File: config.mk
export PLATFORM = sky130hd
export DESIGN_NAME = idp_identify_words
export DESIGN_NICKNAME = d
export VERILOG_FILES = /design/src/rtl/idp_pkg.sv /design/src/rtl/idp_identify_words.sv
export SDC_FILE = /design/constraint.sdc
export NUM_CORES = 1
export LEC_CHECK = 0
export BUFFER_PORTS_ARGS = -buffer_cell sky130_fd_sc_hd__buf_2
export CAP_MARGIN = 20
export CORE_MARGIN = 2
export CORE_UTILIZATION = 40
export CTS_CLUSTER_SIZE = 28
export DETAILED_ROUTE_END_ITERATION = 12
export GPL_TIMING_DRIVEN = 0
export HOLD_SLACK_MARGIN = 0.12
export PLACE_DENSITY = 0.56
export SLEW_MARGIN = 5
export SYNTH_ARGS = -nofsm -noshare
export SYNTH_HDL_FRONTEND = slang
export SYNTH_SLANG_ARGS = --single-unit
File: constraint.sdc
create_clock -name aclk -period 9.4 [get_ports aclk]
set_clock_uncertainty 0.1 [all_clocks]
set_input_delay 1.88 -clock aclk [delete_from_list [all_inputs] [get_ports aclk]]
set_output_delay 1.88 -clock aclk [all_outputs]
set_load 0.05 [all_outputs]
File: src/rtl/idp_pkg.sv
`default_nettype none
package idp_pkg;
   localparam int unsigned AW = 5;
   // register byte offsets
   localparam logic [AW-1:0] OFS_CTRL   = 5'h00;
   localparam logic [AW-1:0] OFS_GEOM   = 5'h04;
   localparam logic [AW-1:0] OFS_LBA    = 5'h08;
   localparam logic [AW-1:0] OFS_MULT   = 5'h0C;
   localparam logic [AW-1:0] OFS_XFER   = 5'h10;
   localparam logic [AW-1:0] OFS_FEAT   = 5'h14;
   localparam logic [AW-1:0] OFS_STAT   = 5'h18;
   // field positions
   localparam int unsigned CTRL_START   = 0;
   localparam int unsigned STAT_BUSY    = 0;
   localparam int unsigned XFER_ERR     = 8;
   localparam int unsigned FEAT_ERASE   = 8;
   // feature enable bits in the enable register, same order as word 85
   localparam int unsigned EN_NOP = 6, EN_RBUF = 5, EN_WBUF = 4;
   localparam int unsigned EN_LOOK = 3, EN_WCACHE = 2, EN_PM = 1;
   localparam int unsigned EN_PWD = 0;
   localparam logic [6:0] FEAT_SUPP_MASK = 7'h7F;
   // word numbers
   localparam logic [7:0] W_CAP = 8'h31, W_PIO = 8'h33, W_VALID = 8'h35;
   localparam logic [7:0] W_CYL = 8'h36, W_HEAD = 8'h37, W_SPT = 8'h38;
   localparam logic [7:0] W_CAPL = 8'h39, W_CAPH = 8'h3A, W_MULT = 8'h3B;
   localparam logic [7:0] W_LBAL = 8'h3C, W_LBAH = 8'h3D, W_MDMA = 8'h3F;
   localparam logic [7:0] W_APIO = 8'h40, W_MDMIN = 8'h41;
   localparam logic [7:0] W_MDREC = 8'h42, W_PIONF = 8'h43;
   localparam logic [7:0] W_PIOFC = 8'h44, W_MAJ = 8'h50, W_MIN = 8'h51;
   localparam logic [7:0] W_SUP1 = 8'h52, W_SUP2 = 8'h53, W_SUP3 = 8'h54;
   localparam logic [7:0] W_EN1 = 8'h55, W_EN2 = 8'h56, W_EN3 = 8'h57;
   localparam logic [7:0] W_UDMA = 8'h58, W_ERASE = 8'h59;
   localparam logic [7:0] W_LAST = 8'hFF;
   // fixed word contents
   localparam logic [15:0] V_CAP   = 16'h0B00;
   localparam logic [15:0] V_PIO   = 16'h0200;
   localparam logic [15:0] V_VALID = 16'h0007;
   localparam logic [7:0]  V_MULTH = 8'h01;
   localparam logic [2:0]  V_MDSUP = 3'h7;
   localparam logic [15:0] V_APIO  = 16'h0003;
   localparam int unsigned CYCLE_NS = 120;
   localparam logic [15:0] V_CYCLE = 16'(CYCLE_NS);
   localparam logic [15:0] V_MAJ   = 16'h007E;
   localparam logic [15:0] V_MIN   = 16'h0019;
   localparam logic [15:0] V_SUP1  = 16'h706B;
   localparam logic [15:0] V_SUP2  = 16'h400C;
   localparam logic [15:0] V_SUP3  = 16'h4000;
   localparam logic [15:0] V_EN2   = 16'h0100;
   localparam logic [15:0] V_EN3   = 16'h4000;
   localparam logic [4:0]  V_UDSUP = 5'h1F;
   // transfer mode code classes, upper five bits
   localparam logic [4:0] XC_PIODEF = 5'h00, XC_PIOFC = 5'h01;
   localparam logic [4:0] XC_MDMA = 5'h04, XC_UDMA = 5'h08;
   localparam logic [2:0] MAX_PIO = 3'h4, MAX_MDMA = 3'h2, MAX_UDMA = 3'h4;
   localparam logic [1:0] RESP_OKAY = 2'h0, RESP_SLVERR = 2'h2;
   // reset values
   localparam logic [15:0] RST_CYL = 16'h0000;
   localparam logic [7:0]  RST_HEADS = 8'h00, RST_SPT = 8'h00;
   localparam logic [7:0]  RST_MULT = 8'h00, RST_ERASE = 8'h00;
   localparam logic [6:0]  RST_FEAT = 7'h00;

   typedef struct packed {
      logic [15:0] data;
      logic        last;
   } idp_word_t;

   typedef struct packed {
      logic [15:0] cyl;
      logic [7:0]  heads;
      logic [7:0]  spt;
      logic [31:0] lba;
      logic [7:0]  mult;
      logic [2:0]  mdma_sel;
      logic [4:0]  udma_sel;
      logic [6:0]  feat_en;
      logic [7:0]  erase;
      logic [7:0]  xfer;
      logic        xerr;
   } idp_cfg_t;

   typedef enum logic [0:0] {
      ST_IDLE = 1'b0,
      ST_SEND = 1'b1
   } idp_state_t;
endpackage
`default_nettype wire

File: src/rtl/idp_identify_words.sv
`default_nettype none
module idp_identify_words (
   input  wire logic                aclk,
   input  wire logic                aresetn,
   input  wire logic [4:0]          s_axi_awaddr,
   input  wire logic                s_axi_awvalid,
   output logic                     s_axi_awready,
   input  wire logic [31:0]         s_axi_wdata,
   input  wire logic [3:0]          s_axi_wstrb,
   input  wire logic                s_axi_wvalid,
   output logic                     s_axi_wready,
   output logic [1:0]               s_axi_bresp,
   output logic                     s_axi_bvalid,
   input  wire logic                s_axi_bready,
   input  wire logic [4:0]          s_axi_araddr,
   input  wire logic                s_axi_arvalid,
   output logic                     s_axi_arready,
   output logic [31:0]              s_axi_rdata,
   output logic [1:0]               s_axi_rresp,
   output logic                     s_axi_rvalid,
   input  wire logic                s_axi_rready,
   output idp_pkg::idp_word_t       word_out,
   output logic                     word_valid,
   input  wire logic                word_ready,
   output logic                     busy
);
   typedef struct packed {
      idp_pkg::idp_state_t st;
      logic [7:0]          idx;
      idp_pkg::idp_word_t  word;
      idp_pkg::idp_cfg_t   cfg;
      idp_pkg::idp_cfg_t   snap;
      logic                aw_got;
      logic                w_got;
      logic [4:0]          awaddr;
      logic [31:0]         wdata;
      logic [3:0]          wstrb;
      logic                bvalid;
      logic [1:0]          bresp;
      logic                rvalid;
      logic [1:0]          rresp;
      logic [31:0]         rdata;
   } idp_regs_t;

   idp_regs_t s_q;
   idp_regs_t s_d;

   function automatic logic [31:0] merge(input logic [31:0] old,
                                         input logic [31:0] nw,
                                         input logic [3:0]  strb);
      logic [31:0] r;
      r = old;
      for (int b = 0; b < 4; b++) begin
         if (strb[b]) begin
            r[8*b +: 8] = nw[8*b +: 8];
         end
      end
      return r;
   endfunction

   function automatic logic [15:0] word_at(input logic [7:0] i,
                                           input idp_pkg::idp_cfg_t c);
      logic [31:0] cap;
      logic [15:0] w;
      cap = 32'(c.cyl) * 32'(c.heads) * 32'(c.spt);
      w = 16'h0000;
      case (i)
         idp_pkg::W_CAP: begin
            w = idp_pkg::V_CAP;
         end
         idp_pkg::W_PIO: begin
            w = idp_pkg::V_PIO;
         end
         idp_pkg::W_VALID: begin
            w = idp_pkg::V_VALID;
         end
         idp_pkg::W_CYL: begin
            w = c.cyl;
         end
         idp_pkg::W_HEAD: begin
            w = {8'h00, c.heads};
         end
         idp_pkg::W_SPT: begin
            w = {8'h00, c.spt};
         end
         idp_pkg::W_CAPL: begin
            w = cap[15:0];
         end
         idp_pkg::W_CAPH: begin
            w = cap[31:16];
         end
         idp_pkg::W_MULT: begin
            w = {idp_pkg::V_MULTH, c.mult};
         end
         idp_pkg::W_LBAL: begin
            w = c.lba[15:0];
         end
         idp_pkg::W_LBAH: begin
            w = c.lba[31:16];
         end
         idp_pkg::W_MDMA: begin
            w = {5'h00, c.mdma_sel, 5'h00,
                 idp_pkg::V_MDSUP};
         end
         idp_pkg::W_APIO: begin
            w = idp_pkg::V_APIO;
         end
         idp_pkg::W_MDMIN: begin
            w = idp_pkg::V_CYCLE;
         end
         idp_pkg::W_MDREC: begin
            w = idp_pkg::V_CYCLE;
         end
         idp_pkg::W_PIONF: begin
            w = idp_pkg::V_CYCLE;
         end
         idp_pkg::W_PIOFC: begin
            w = idp_pkg::V_CYCLE;
         end
         idp_pkg::W_MAJ: begin
            w = idp_pkg::V_MAJ;
         end
         idp_pkg::W_MIN: begin
            w = idp_pkg::V_MIN;
         end
         idp_pkg::W_SUP1: begin
            w = idp_pkg::V_SUP1;
         end
         idp_pkg::W_SUP2: begin
            w = idp_pkg::V_SUP2;
         end
         idp_pkg::W_SUP3: begin
            w = idp_pkg::V_SUP3;
         end
         idp_pkg::W_EN1: begin
            w[14] = c.feat_en[idp_pkg::EN_NOP];
            w[13] = c.feat_en[idp_pkg::EN_RBUF];
            w[12] = c.feat_en[idp_pkg::EN_WBUF];
            w[6]  = c.feat_en[idp_pkg::EN_LOOK];
            w[5]  = c.feat_en[idp_pkg::EN_WCACHE];
            w[3]  = c.feat_en[idp_pkg::EN_PM];
            w[1]  = c.feat_en[idp_pkg::EN_PWD];
         end
         idp_pkg::W_EN2: begin
            w = idp_pkg::V_EN2;
         end
         idp_pkg::W_EN3: begin
            w = idp_pkg::V_EN3;
         end
         idp_pkg::W_UDMA: begin
            w = {3'h0, c.udma_sel, 3'h0,
                 idp_pkg::V_UDSUP};
         end
         idp_pkg::W_ERASE: begin
            w = {8'h00, c.erase};
         end
         default: begin
            w = 16'h0000;
         end
      endcase
      return w;
   endfunction

   // applies a transfer mode code; a bad code leaves the modes untouched
   function automatic idp_pkg::idp_cfg_t set_mode(
         input idp_pkg::idp_cfg_t c, input logic [7:0] code);
      idp_pkg::idp_cfg_t r;
      logic [2:0] m;
      r = c;
      m = code[2:0];
      r.xfer = code;
      r.xerr = 1'b0;
      case (code[7:3])
         idp_pkg::XC_PIODEF: r.xerr = (m > 3'h1);
         idp_pkg::XC_PIOFC:  r.xerr = (m > idp_pkg::MAX_PIO);
         idp_pkg::XC_MDMA: begin
            if (m > idp_pkg::MAX_MDMA) begin
               r.xerr = 1'b1;
            end else begin
               r.mdma_sel = 3'(1 << m);
               r.udma_sel = 5'h00;
            end
         end
         idp_pkg::XC_UDMA: begin
            if (m > idp_pkg::MAX_UDMA) begin
               r.xerr = 1'b1;
            end else begin
               r.udma_sel = 5'(1 << m);
               r.mdma_sel = 3'h0;
            end
         end
         default: r.xerr = 1'b1;
      endcase
      if (r.xerr) begin
         r.mdma_sel = c.mdma_sel;
         r.udma_sel = c.udma_sel;
      end
      return r;
   endfunction

   logic        do_wr;
   logic        do_rd;
   logic        start;
   logic [31:0] regv;
   logic        hit;

   assign s_axi_awready = !s_q.aw_got && !s_q.bvalid;
   assign s_axi_wready  = !s_q.w_got && !s_q.bvalid;
   assign s_axi_arready = !s_q.rvalid;
   assign s_axi_bvalid  = s_q.bvalid;
   assign s_axi_bresp   = s_q.bresp;
   assign s_axi_rvalid  = s_q.rvalid;
   assign s_axi_rresp   = s_q.rresp;
   assign s_axi_rdata   = s_q.rdata;
   assign word_out      = s_q.word;
   assign word_valid    = (s_q.st == idp_pkg::ST_SEND);
   assign busy          = (s_q.st == idp_pkg::ST_SEND);
   assign do_wr = s_q.aw_got && s_q.w_got && !s_q.bvalid;
   assign do_rd = s_axi_arvalid && !s_q.rvalid;

   always_comb begin
      s_d   = s_q;
      start = 1'b0;
      regv  = 32'h0000_0000;
      hit   = 1'b1;
      if (s_axi_awvalid && s_axi_awready) begin
         s_d.aw_got = 1'b1;
         s_d.awaddr = s_axi_awaddr;
      end
      if (s_axi_wvalid && s_axi_wready) begin
         s_d.w_got = 1'b1;
         s_d.wdata = s_axi_wdata;
         s_d.wstrb = s_axi_wstrb;
      end
      if (s_q.bvalid && s_axi_bready) begin
         s_d.bvalid = 1'b0;
      end
      if (do_wr) begin
         s_d.aw_got = 1'b0;
         s_d.w_got  = 1'b0;
         s_d.bvalid = 1'b1;
         case ({s_q.awaddr[4:2], 2'b00})
            idp_pkg::OFS_CTRL:
               start = s_q.wstrb[0] && s_q.wdata[idp_pkg::CTRL_START];
            idp_pkg::OFS_GEOM: begin
               regv = merge({s_q.cfg.spt, s_q.cfg.heads, s_q.cfg.cyl},
                            s_q.wdata, s_q.wstrb);
               s_d.cfg.cyl   = regv[15:0];
               s_d.cfg.heads = regv[23:16];
               s_d.cfg.spt   = regv[31:24];
            end
            idp_pkg::OFS_LBA:
               s_d.cfg.lba = merge(s_q.cfg.lba, s_q.wdata, s_q.wstrb);
            idp_pkg::OFS_MULT: begin
               if (s_q.wstrb[0]) begin
                  s_d.cfg.mult = s_q.wdata[7:0];
               end
            end
            idp_pkg::OFS_XFER: begin
               if (s_q.wstrb[0]) begin
                  s_d.cfg = set_mode(s_q.cfg, s_q.wdata[7:0]);
               end
            end
            idp_pkg::OFS_FEAT: begin
               if (s_q.wstrb[0]) begin
                  s_d.cfg.feat_en = s_q.wdata[6:0]
                                  & idp_pkg::FEAT_SUPP_MASK;
               end
               if (s_q.wstrb[1]) begin
                  s_d.cfg.erase = s_q.wdata[15:8];
               end
            end
            idp_pkg::OFS_STAT: hit = 1'b1;
            default: hit = 1'b0;
         endcase
         s_d.bresp = hit ? idp_pkg::RESP_OKAY : idp_pkg::RESP_SLVERR;
      end
      if (s_q.rvalid && s_axi_rready) begin
         s_d.rvalid = 1'b0;
      end
      if (do_rd) begin
         s_d.rvalid = 1'b1;
         s_d.rresp  = idp_pkg::RESP_OKAY;
         case ({s_axi_araddr[4:2], 2'b00})
            idp_pkg::OFS_CTRL: s_d.rdata = 32'h0000_0000;
            idp_pkg::OFS_GEOM:
               s_d.rdata = {s_q.cfg.spt, s_q.cfg.heads, s_q.cfg.cyl};
            idp_pkg::OFS_LBA:  s_d.rdata = s_q.cfg.lba;
            idp_pkg::OFS_MULT: s_d.rdata = {24'h0, s_q.cfg.mult};
            idp_pkg::OFS_XFER:
               s_d.rdata = {23'h0, s_q.cfg.xerr, s_q.cfg.xfer};
            idp_pkg::OFS_FEAT:
               s_d.rdata = {16'h0, s_q.cfg.erase, 1'b0, s_q.cfg.feat_en};
            idp_pkg::OFS_STAT:
               s_d.rdata = {16'h0, s_q.idx, 7'h0, busy};
            default: begin
               s_d.rdata = 32'h0000_0000;
               s_d.rresp = idp_pkg::RESP_SLVERR;
            end
         endcase
      end
      // word stream; a start while sending is ignored so a sector is
      // never torn between two configurations
      case (s_q.st)
         idp_pkg::ST_IDLE: begin
            if (start) begin
               s_d.st        = idp_pkg::ST_SEND;
               s_d.snap      = s_q.cfg;
               s_d.idx       = 8'h00;
               s_d.word.data = word_at(8'h00, s_q.cfg);
               s_d.word.last = 1'b0;
            end
         end
         idp_pkg::ST_SEND: begin
            if (word_ready) begin
               if (s_q.word.last) begin
                  s_d.st        = idp_pkg::ST_IDLE;
                  s_d.word.last = 1'b0;
               end else begin
                  s_d.idx       = s_q.idx + 8'h01;
                  s_d.word.data = word_at(s_q.idx + 8'h01, s_q.snap);
                  s_d.word.last = (s_q.idx + 8'h01 == idp_pkg::W_LAST);
               end
            end
         end
         default: s_d.st = idp_pkg::ST_IDLE;
      endcase
   end

   always_ff @(posedge aclk) begin
      if (!aresetn) begin
         s_q                <= '0;
         s_q.st             <= idp_pkg::ST_IDLE;
         s_q.cfg.cyl        <= idp_pkg::RST_CYL;
         s_q.cfg.heads      <= idp_pkg::RST_HEADS;
         s_q.cfg.spt        <= idp_pkg::RST_SPT;
         s_q.cfg.mult       <= idp_pkg::RST_MULT;
         s_q.cfg.feat_en    <= idp_pkg::RST_FEAT;
         s_q.cfg.erase      <= idp_pkg::RST_ERASE;
      end else begin
         s_q <= s_d;
      end
   end
endmodule
`default_nettype wire

# Yosys cells after proc, flatten, opt, wreduce, memory -nomap -nowiden
# Index checks and enable logic that the tools add are counted.
# Widths: inputs -> output; s select.
[op_classes] addsub=1 mul=2 n_lt_le_gt_ge=3 n_eq_ne=48 n_shift=1 mux=44 bitwise_logic=4 reduce_logical=46
[op_table] cell="$pmux 32 s6" count=1
[op_table] cell="$pmux 32 s2" count=2
[op_table] cell="$eq 8x7->1 const B" count=15
[op_table] cell="$eq 8x6->1 const B" count=12
[op_table] cell="$pmux 5 s14" count=1
[op_table] cell="$mux 26" count=2
[op_table] cell="$pmux 26 s2" count=1
[op_table] cell="$mux 8" count=6
[op_table] cell="$reduce_and 4->1" count=11
[op_table] cell="$mux 35" count=1
[op_table] cell="$mul 24x8->32" count=1
[op_table] cell="$pmux 8 s2" count=2
[op_table] cell="$pmux 1 s10" count=3
[op_table] cell="$pmux 15 s2" count=1
[op_table] cell="$pmux 3 s9" count=1
[op_table] cell="$mul 16x8->24" count=1
[op_table] cell="$mux 24" count=1
[op_table] cell="$pmux 1 s11" count=2
[op_table] cell="$pmux 2 s11" count=1
[op_table] cell="$reduce_or 7->1" count=3
[op_table] cell="$eq 3x3->1 const B" count=6
[op_table] cell="$reduce_or 6->1" count=3
[op_table] cell="$mux 1" count=13
[op_table] cell="$eq 3x2->1 const B" count=4
[op_table] cell="other kinds (29)" count=55
[word_totals] ff_bits=306 elab_cells=187

# Longest topological paths before layout
# Gate-level depths: netlist (run 1).
[logic_depth] ltp_word=8 depth_mapped=36 mapped_depth_nobuf=34

# Worst setup path after synthesis (run 1)
# No wires, ideal clock.
[synth_path] path_type="reg2reg" from="register s_q[164] (netlist name)" to="register s_q (netlist bit word_out[12])" arrival_time_ns=8.159 required_ns=9.205 slack_ns=1.046 stages_incl_launch_ff=32 n_path_buf=1 period_less_slack_ns=8.354 cell_sequence="dfxtp_1 clkbuf_1 and2_1 fa_1 fa_1 fa_1 inv_1 fa_1 inv_1 ha_1 nand4_1 nor4_1 nor2_1 o211a_1 o21ai_1 xor2_1 nand2_1 fa_1 inv_1 fa_1 fa_1 inv_1 fa_1 inv_1 ha_1 nand4_1 or3_1 o21ba_2 o21ai_2 xor2_1 nand2_1 a221oi_1"
[synth_between] elab_chain_len=6
[synth_rtl] item="from (decl)" line="idp_identify_words.sv:45" text="idp_regs_t s_q;"
[synth_rtl] item="$mul 16x8->24" line="idp_identify_words.sv:65" text="cap = 32'(c.cyl) * 32'(c.heads) * 32'(c.spt);"
[synth_rtl] item="$mul 24x8->32" line="idp_identify_words.sv:65"
[synth_rtl] item="$pmux 5 s14" line="idp_identify_words.sv:67" text="case (i)"
[synth_rtl] item="$mux 24" line="idp_identify_words.sv:316" text="if (s_q.word.last) begin"
[synth_rtl] item="$mux 26" line="idp_identify_words.sv:315" text="if (word_ready) begin"
[synth_rtl] item="$pmux 26 s2" line="idp_identify_words.sv:304" text="case (s_q.st)"
# No other way between the ends. The select of a mux whose other input is x is not followed.
# A chain may end at the register's enable or synchronous reset.

# Worst setup path after layout (run 1)
[layout_path] from="register s_q[165] (netlist name)" to="register s_q (netlist bit word_out[15])"
[layout_between] elab_chain_len=6
[layout_rtl] item="$mul 16x8->24" line="idp_identify_words.sv:65"
[layout_rtl] item="$mul 24x8->32" line="idp_identify_words.sv:65"
[layout_rtl] item="$pmux 3 s9" line="idp_identify_words.sv:67"
[layout_rtl] item="$mux 24" line="idp_identify_words.sv:316"
[layout_rtl] item="$mux 26" line="idp_identify_words.sv:315"
[layout_rtl] item="$pmux 26 s2" line="idp_identify_words.sv:304"
# No other way between the ends. The select of a mux whose other input is x is not followed.

==> results of run 1 <==
-- sequential cells by signal, indices dropped and copies added (netlist names) --
signal	cells
s_q	248
s_axi_rdata	32
s_axi_bvalid	1
s_axi_bresp	1
s_axi_rresp	1
word_out	17
s_axi_rvalid	1
busy	1
-- layout make-up --
type	count	area, sq um
clock buffer	40	860
sequential	302	6080
clock inverter	18	215
fill	5971	32200
tap	773	967
multi-input combinational	2108	15700
buffer	225	1180
timing repair buffer	121	644
inverter	248	931
-- stage by stage --
step / hold slack [ps] / cell area (sq um)
6_report: 360 / 26600
5_1_grt: 376 / 26600
4_1_cts: 358 / 26400
3_5_place_dp: 350 / 25200
3_3_place_gp: 339 / 25200
2_1_floorplan: 332 / 23700
-- logic make-up (layout without fill, tap and decap cells) --
family,Yosys count,count (layout),synth area share [%]
other,1,2,0.0158
xor gates and xnor gates,49,49,1.91
and+or+nand+nor,1100,1100,21.9
buffers and inverters,481,652,8.90
DFF,302,302,25.5
adders and majority gates,317,317,23.6
muxes,46,46,1.96
AOI/OAI and AO/OA,594,594,16.2
-- cells in the final DEF (no fill, tap or decap), drive strengths merged, types with 20 or more instances in the layout --
cell type / instances
nand2: 521
a221oi: 24
and3: 25
mux2i: 43
inv: 252
buf: 208
fa: 216
o21ai: 53
nor2b: 38
ha: 101
nor3: 20
nor2: 141
a22o: 23
a21oi: 304
nand3: 86
and2: 206
dfxtp: 302
a22oi: 61
xnor2: 32
clkbuf: 178
-- power by group --
part	internal [mW]	total, mW	switching, mW
sequential	1.29	1.31	0.0168
combinational	0.0418	0.161	0.119
clock	0.759	1.30	0.540
total	2.09	2.77	0.675
-- tightest hold or removal path: cells and delay by family, from the launching register on --
kind | cells | cell delay, ps
AND/OR/NAND/NOR | 1 | 50
flip-flops | 1 | 310
AO/OA/AOI/OAI | 1 | 50
-- repair_timing --
action,4_1_cts,5_1_grt
endpoints found under the setup margin,14,14
setup buffers,7,4
pin swaps,3,8
cloned,0,0
gates resized for setup,35,47
-- per-layer routing --
metal | routed length (um) | share of wire (%)
met4 | 3820 | 4.7
met1 | 34500 | 43
met2 | 39200 | 48
met3 | 3470 | 4.3
met5 | 0 | 0
-- path summary, 6_finish.rpt --
check        slack (ps)     start  cells past startpoint           end
max                 340  s_q[165]                     30  word_out[15]
min                 360  s_q[134]                      2      s_q[134]
max reg2reg         340  s_q[165]                     30  word_out[15]
min reg2reg         360  s_q[134]                      2      s_q[134]
==> metrics.md, run 1 <==
| Metric | Value |
|---|---|
| Outcome | `complete, no violations` |
| Clk sink count | `~300` |
| Layout overhead on the synthesized area | `12.4%` |
| Cell with the most instances after synthesis | `sky130_fd_sc_hd__nand2_1` |
| Buffering stage count on the worst path with inverters included | `5` |
| Proportion of netlist area held by the largest area contributor | `25.5%` |
| Peak supply drop | `between 100 and 150 uV` |
| Initial antenna violation count | `0` |
| H-tree Lvls | `1` |
| Busiest metal layer after global routing | `met2` |
| Fraction of final layout cells with drive strength greater than 1 | `11.8%` |
| Clock buffers created by TritonCTS | `31` |
| Synth unique cells | `92` |
| ANT cells | `0` |
| CTS clk-pin slew, worst paths | `60 ps` |
| Setup-failing EPs final | `0` |
| Number of enable flip-flop cells after synthesis | `0` |
| Total standard cell area after synthesis | `0.0237 sq mm` |
| Ys flop type | `sky130_fd_sc_hd__dfxtp_1` |
| Clock tree from TritonCTS | `yes` |
| Total placed cells including tap cells | `roughly 3800` |
| Warnings from Yosys | `0` |
| Cell taking the most area after synthesis | `sky130_fd_sc_hd__dfxtp_1` |
| Total of hold buffers inserted after clock tree synthesis | `0` |
| Met2 track demand over resource | `46.2%` |
| Clock buffer depth | `3` |
| Number of global-route vias before repair | `20800` |
| Crit start category | `flop` |
| Top-level port count | `114` |
| Smallest setup slack after layout | `338 ps` |
| Gp weighted congestion | `0.952` |
| Setup Slack @ Placement | `-1050 ps` |
| CP dominant cell by count | `sky130_fd_sc_hd__fa_1` |
| # rows | `around 90` |
| Final antenna-violating net count | `0` |
| Initial core utilization | `40.3%` |
| CTS root buffer | `sky130_fd_sc_hd__clkbuf_16` |
| Number of vias per cell after detailed routing | `around 5.4` |
| Net count of the finished layout | `3408` |
| Highest-delay cell along the critical path | `sky130_fd_sc_hd__fa_1` |
| GR Util All Layers | `roughly a quarter` |
| Endpoints failing hold | `0` |
| Power per cell area | `104 mW/mm^2` |
| Detailed-route wire length per cell | `approximately 21 um` |
| Minimum clock period | `9060 ps` |
| Total iterations of the first detailed-routing run | `6` |
| Final-layout setup total negative slack | `0 ps` |
| DIE HEIGHT | `247 um` |
| Overall power of the completed layout | `2.77 mW` |
| Total of buffers placed on input and output ports | `106` |
| Largest fanout on the critical path | `10` |
| Starting DRC count in detailed routing | `roughly 1700` |
| Maximum clock rate | `110 MHz` |
| Routed Wire Length | `81000 um` |
| Number of slew-limit violations in the final report | `0` |
| Post-synthesis instance total | `2890` |
| Global-route wire length before repair | `between 100000 and 150000 um` |
| Top cells by area in the synthesized netlist | `sky130_fd_sc_hd__dfxtp_1 26%, sky130_fd_sc_hd__fa_1 18%, sky130_fd_sc_hd__nand2_1 8.3%, sky130_fd_sc_hd__a21oi_1 6.4%, sky130_fd_sc_hd__and2_1 5.4%` |
| Floorplan die area | `0.0611 sq mm` |
| Number of synthesized register bits | `302` |
| Classification of the worst setup path | `flop to flop` |
| Layout Cells excl Fill | `3835` |
| Post-route core utilization | `45.3%` |
| Crit path required time | `9800 ps` |
| Total via count in the routed design | `~21000` |
| Standard cell core area | `0.0588 sq mm` |
| Async SR Flop Fraction | `0%` |
| HPWL Detailed | `~66000 um` |
| Max transition margin | `37.6%` |
| Static Leak | `11.3 nW` |
| Largest delay share family, worst path | `adder cells` |
| Critical path arrival | `9470 ps` |
| Overflow left after global routing | `0` |
| Met3 usage in global routing | `1.62%` |
| DRC violation count after routing | `0` |
| Hold/Removal Path Class | `flop to flop` |
| Setup repair after global routing missed its margin | `true` |
| Chip width | `around 250 um` |
| Maxcap violations | `0` |
| Post-route clock period utilization | `96.4%` |
| Slowest Stage Delay on Critical Path | `~520 ps` |
| Pin count of the biggest net entering global routing | `16` |
| Most numerous cell types in the synthesized netlist | `521 x sky130_fd_sc_hd__nand2_1, 304 x sky130_fd_sc_hd__a21oi_1, 302 x sky130_fd_sc_hd__dfxtp_1, 246 x sky130_fd_sc_hd__inv_1, 216 x sky130_fd_sc_hd__fa_1` |
| Worst-Margin Slew | `929 ps` |
| Share of the yosys chip area belonging to registers | `25.5%` |
| Met1 layer usage reported by global route | `34.0%` |
| Clock latency reported for the late side of the worst-skew pair | `570 ps` |
| Avg Synthesized Cell Area | `8.19 sq um` |
| Sort of element at the end of the critical path | `flop` |
(Power assumes the default switching activity.)
==> inputs of run 2 (changes only) <==
--- a/config.mk
+++ b/config.mk
@@ -7,6 +7,7 @@
 export LEC_CHECK = 0
 export BUFFER_PORTS_ARGS = -buffer_cell sky130_fd_sc_hd__buf_2
 export CAP_MARGIN = 20
+export CORE_ASPECT_RATIO = 0.7
 export CORE_MARGIN = 2
 export CORE_UTILIZATION = 40
 export CTS_CLUSTER_SIZE = 28
==> run 2 against run 1 <==
Compared with the run above: flip-flop and latch count unchanged; combinational power grew 4%; clock-buffer cell count rose by 2; sequential power hardly changed; utilization is 0.24 points higher; via count rose by 3.9%; largest cell class unchanged.
==> metrics.md, run 2 (synthesis gave the netlist of run 1 again) <==
| Metric | Value |
|---|---|
| Most frequent cells in the layout | `521 x sky130_fd_sc_hd__nand2_1, 298 x sky130_fd_sc_hd__a21oi_1, 283 x sky130_fd_sc_hd__dfxtp_1, 246 x sky130_fd_sc_hd__inv_1, 216 x sky130_fd_sc_hd__fa_1` |
| Most frequent standard cell in the layout excluding fill and tap cells | `sky130_fd_sc_hd__nand2_1` |
| Post-route core utilization | `45.5% (+0.24 points)` |
| Worst-Margin Slew | `1120 ps (+192 ps)` |
| Number of slew-limit violations in the final report | `0 (unchanged)` |
| Initial antenna violation count | `3 (+3)` |
| Largest fanout on the critical path | `10 (unchanged)` |
| Layout overhead on the synthesized area | `12.3% (about the same)` |
| Highest-delay cell along the critical path | `sky130_fd_sc_hd__fa_1` |
| Starting DRC count in detailed routing | `2246 (+33%)` |
| Endpoints failing hold | `0 (unchanged)` |
| Initial core utilization | `40.5% (+0.26 points)` |
| Net count of the finished layout | `3403 (-0.15%)` |
| Total placed cells including tap cells | `3799 (+0.66%)` |
| Pin count of the biggest net entering global routing | `15 (-1)` |
| Chip width | `295 um (+19%)` |
| Minimum clock period | `9030 ps (-31.8 ps)` |
| Largest delay share family, worst path | `adder cells` |
| Crit path required time | `9770 ps (-30 ps)` |
| Layout Cells excl Fill | `3850 (+0.39%)` |
| Top-level port count | `114 (unchanged)` |
| CTS root buffer | `sky130_fd_sc_hd__clkbuf_16` |
| Setup repair after global routing missed its margin | `true` |
| Detailed-route wire length per cell | `22.2 um (+5.0%)` |
| Hold/Removal Path Class | `flop to flop` |
| GR Util All Layers | `27.5% (+1.0 points)` |
| Number of flip-flops under the largest register name | `248 (unchanged)` |
| Final antenna-violating net count | `0 (unchanged)` |
| Post-route clock period utilization | `96.1% (-0.34 points)` |
| Classification of the worst setup path | `flop to flop` |
| CTS clk-pin slew, worst paths | `70 ps (about the same)` |
| HPWL Detailed | `69200 um (+5.3%)` |
| Crit start category | `flop` |
| CP dominant cell by count | `sky130_fd_sc_hd__fa_1` |
| Clk sink count | `302 (unchanged)` |
| Placed Instance Area | `0.0252 sq mm (+0.15%)` |
| Maximum clock rate | `111 MHz (+0.35%)` |
| Outcome | `complete, no violations` |
| Area taken by multi-input logic gates | `0.0158 sq mm (+0.33%)` |
| Overflow left after global routing | `0 (unchanged)` |
| Clock buffers created by TritonCTS | `28 (-9.7%)` |
| Standard cell core area | `0.0584 sq mm (-0.63%)` |
| Total via count in the routed design | `21600 (+3.9%)` |
| Clock tree from TritonCTS | `yes` |
| Post-layout instance area | `0.0266 sq mm (about the same)` |
| Number of global-route vias before repair | `20700 (-0.47%)` |
| Clock buffer depth | `3 (unchanged)` |
| Fraction of final layout cells with drive strength greater than 1 | `11.7% (-0.023 points)` |
| Sequential cell area | `0.00608 sq mm (about the same)` |
| Clock latency reported for the late side of the worst-skew pair | `570 ps (about the same)` |
| DRC violation count after routing | `0 (unchanged)` |
| Power per cell area | `98.8 mW/mm^2 (-5.1%)` |
| Critical path arrival | `9400 ps (-70 ps)` |
| Slowest Stage Delay on Critical Path | `570 ps (+50 ps)` |
| Total of buffers placed on input and output ports | `106 (unchanged)` |
| Global-route wire length before repair | `127000 um (+2.2%)` |
| Peak supply drop | `127 uV (-9.9%)` |
| DIE HEIGHT | `208 um (-16%)` |
| Static Leak | `11.2 nW (-0.67%)` |
| Gp weighted congestion | `0.961 (+0.98%)` |
| Max transition margin | `24.7% (-13 points)` |
| Sort of element at the end of the critical path | `flop` |
| Top reg by flops | `s_q` |
| Buffering stage count on the worst path with inverters included | `7 (+2)` |
| Routed Wire Length | `85400 um (+5.4%)` |
| Number of fill cells in the layout | `5874 (-1.6%)` |
| Setup-failing EPs final | `0 (unchanged)` |
| Floorplan die area | `0.0612 sq mm (about the same)` |
| Total iterations of the first detailed-routing run | `7 (+1)` |
| Maxcap violations | `0 (unchanged)` |
| H-tree Lvls | `1 (unchanged)` |
| # rows | `74 (-17%)` |
| Number of vias per cell after detailed routing | `5.60 (+3.5%)` |
-- run 2: changes by cell type in the layout (fill, tap and decap cells not counted), sizes merged --
cell and delta:
buf +1, clkinv -3, inv -4, clkinvlp -1, bufinv -3, diode +1
clkbuf -1
-- run 2: per-layer routing --
layer | GRT usage (%) | wire length (um)
met1 | 42.9 | 41000
met2 | 36.1 | 32700
met3 | 9.99 | 10400
met4 | 3.98 | 1290
met5 | 0 | 0
-- run 2: worst paths after layout --
check	startpoint	endpoint	slack (ps)	cells past startpoint
worst max register to register	s_q[166]	word_out[12]	370	33
worst max-delay path	s_q[166]	word_out[12]	370	33
worst min-delay path	s_q[213]	s_q[109]	350	2
worst min register to register	s_q[213]	s_q[109]	350	2
-- run 2: tightest hold or removal path, stage by stage (launching register included) --
cell and delay, ps:
sky130_fd_sc_hd__dfxtp_1 310, sky130_fd_sc_hd__nand2_1 50, sky130_fd_sc_hd__a21oi_1 50
-- run 2: area by class of cell --
type	count	area share, %
diodes	1	0.00941
flip-flops and latches	302	22.9
multi-input cells	2108	59.4
well taps	798	3.75
clock inverters	7	0.259
plain buffers	223	4.40
repair buffers	121	2.65
clock buffers	42	3.14
inverters	248	3.50
-- run 2: timing repair --
action / in CTS / in global routing
endpoints found under the hold margin: 0 / 0
gates cloned: 0 / 0
resized for setup: 37 / 65
setup endpoints to repair: 16 / 14
pin swaps: 2 / 6
hold buffers: 0 / 0
setup buffers: 5 / 6
-- run 2: through the flow --
stage	worst slack (ps)	hold slack (ps)	total power, mW	setup TNS, ps
after floorplan	1050	332	1.43	0
after global placement	-1060	346	1.50	-10420
after detailed placement	-1260	348	1.50	-10400
after CTS	-22.8	357	2.64	-22.8
after global routing	-103	379	2.70	-349
final	369	353	2.63	0
-- run 2: where the power goes --
| group | switching, mW | total, mW | internal, mW |
|---|---|---|---|
| Clock | 0.513 | 1.15 | 0.639 |
| Sequential | 0.0154 | 1.31 | 1.29 |
| Combinational | 0.125 | 0.167 | 0.0420 |
| Total | 0.653 | 2.63 | 1.97 |
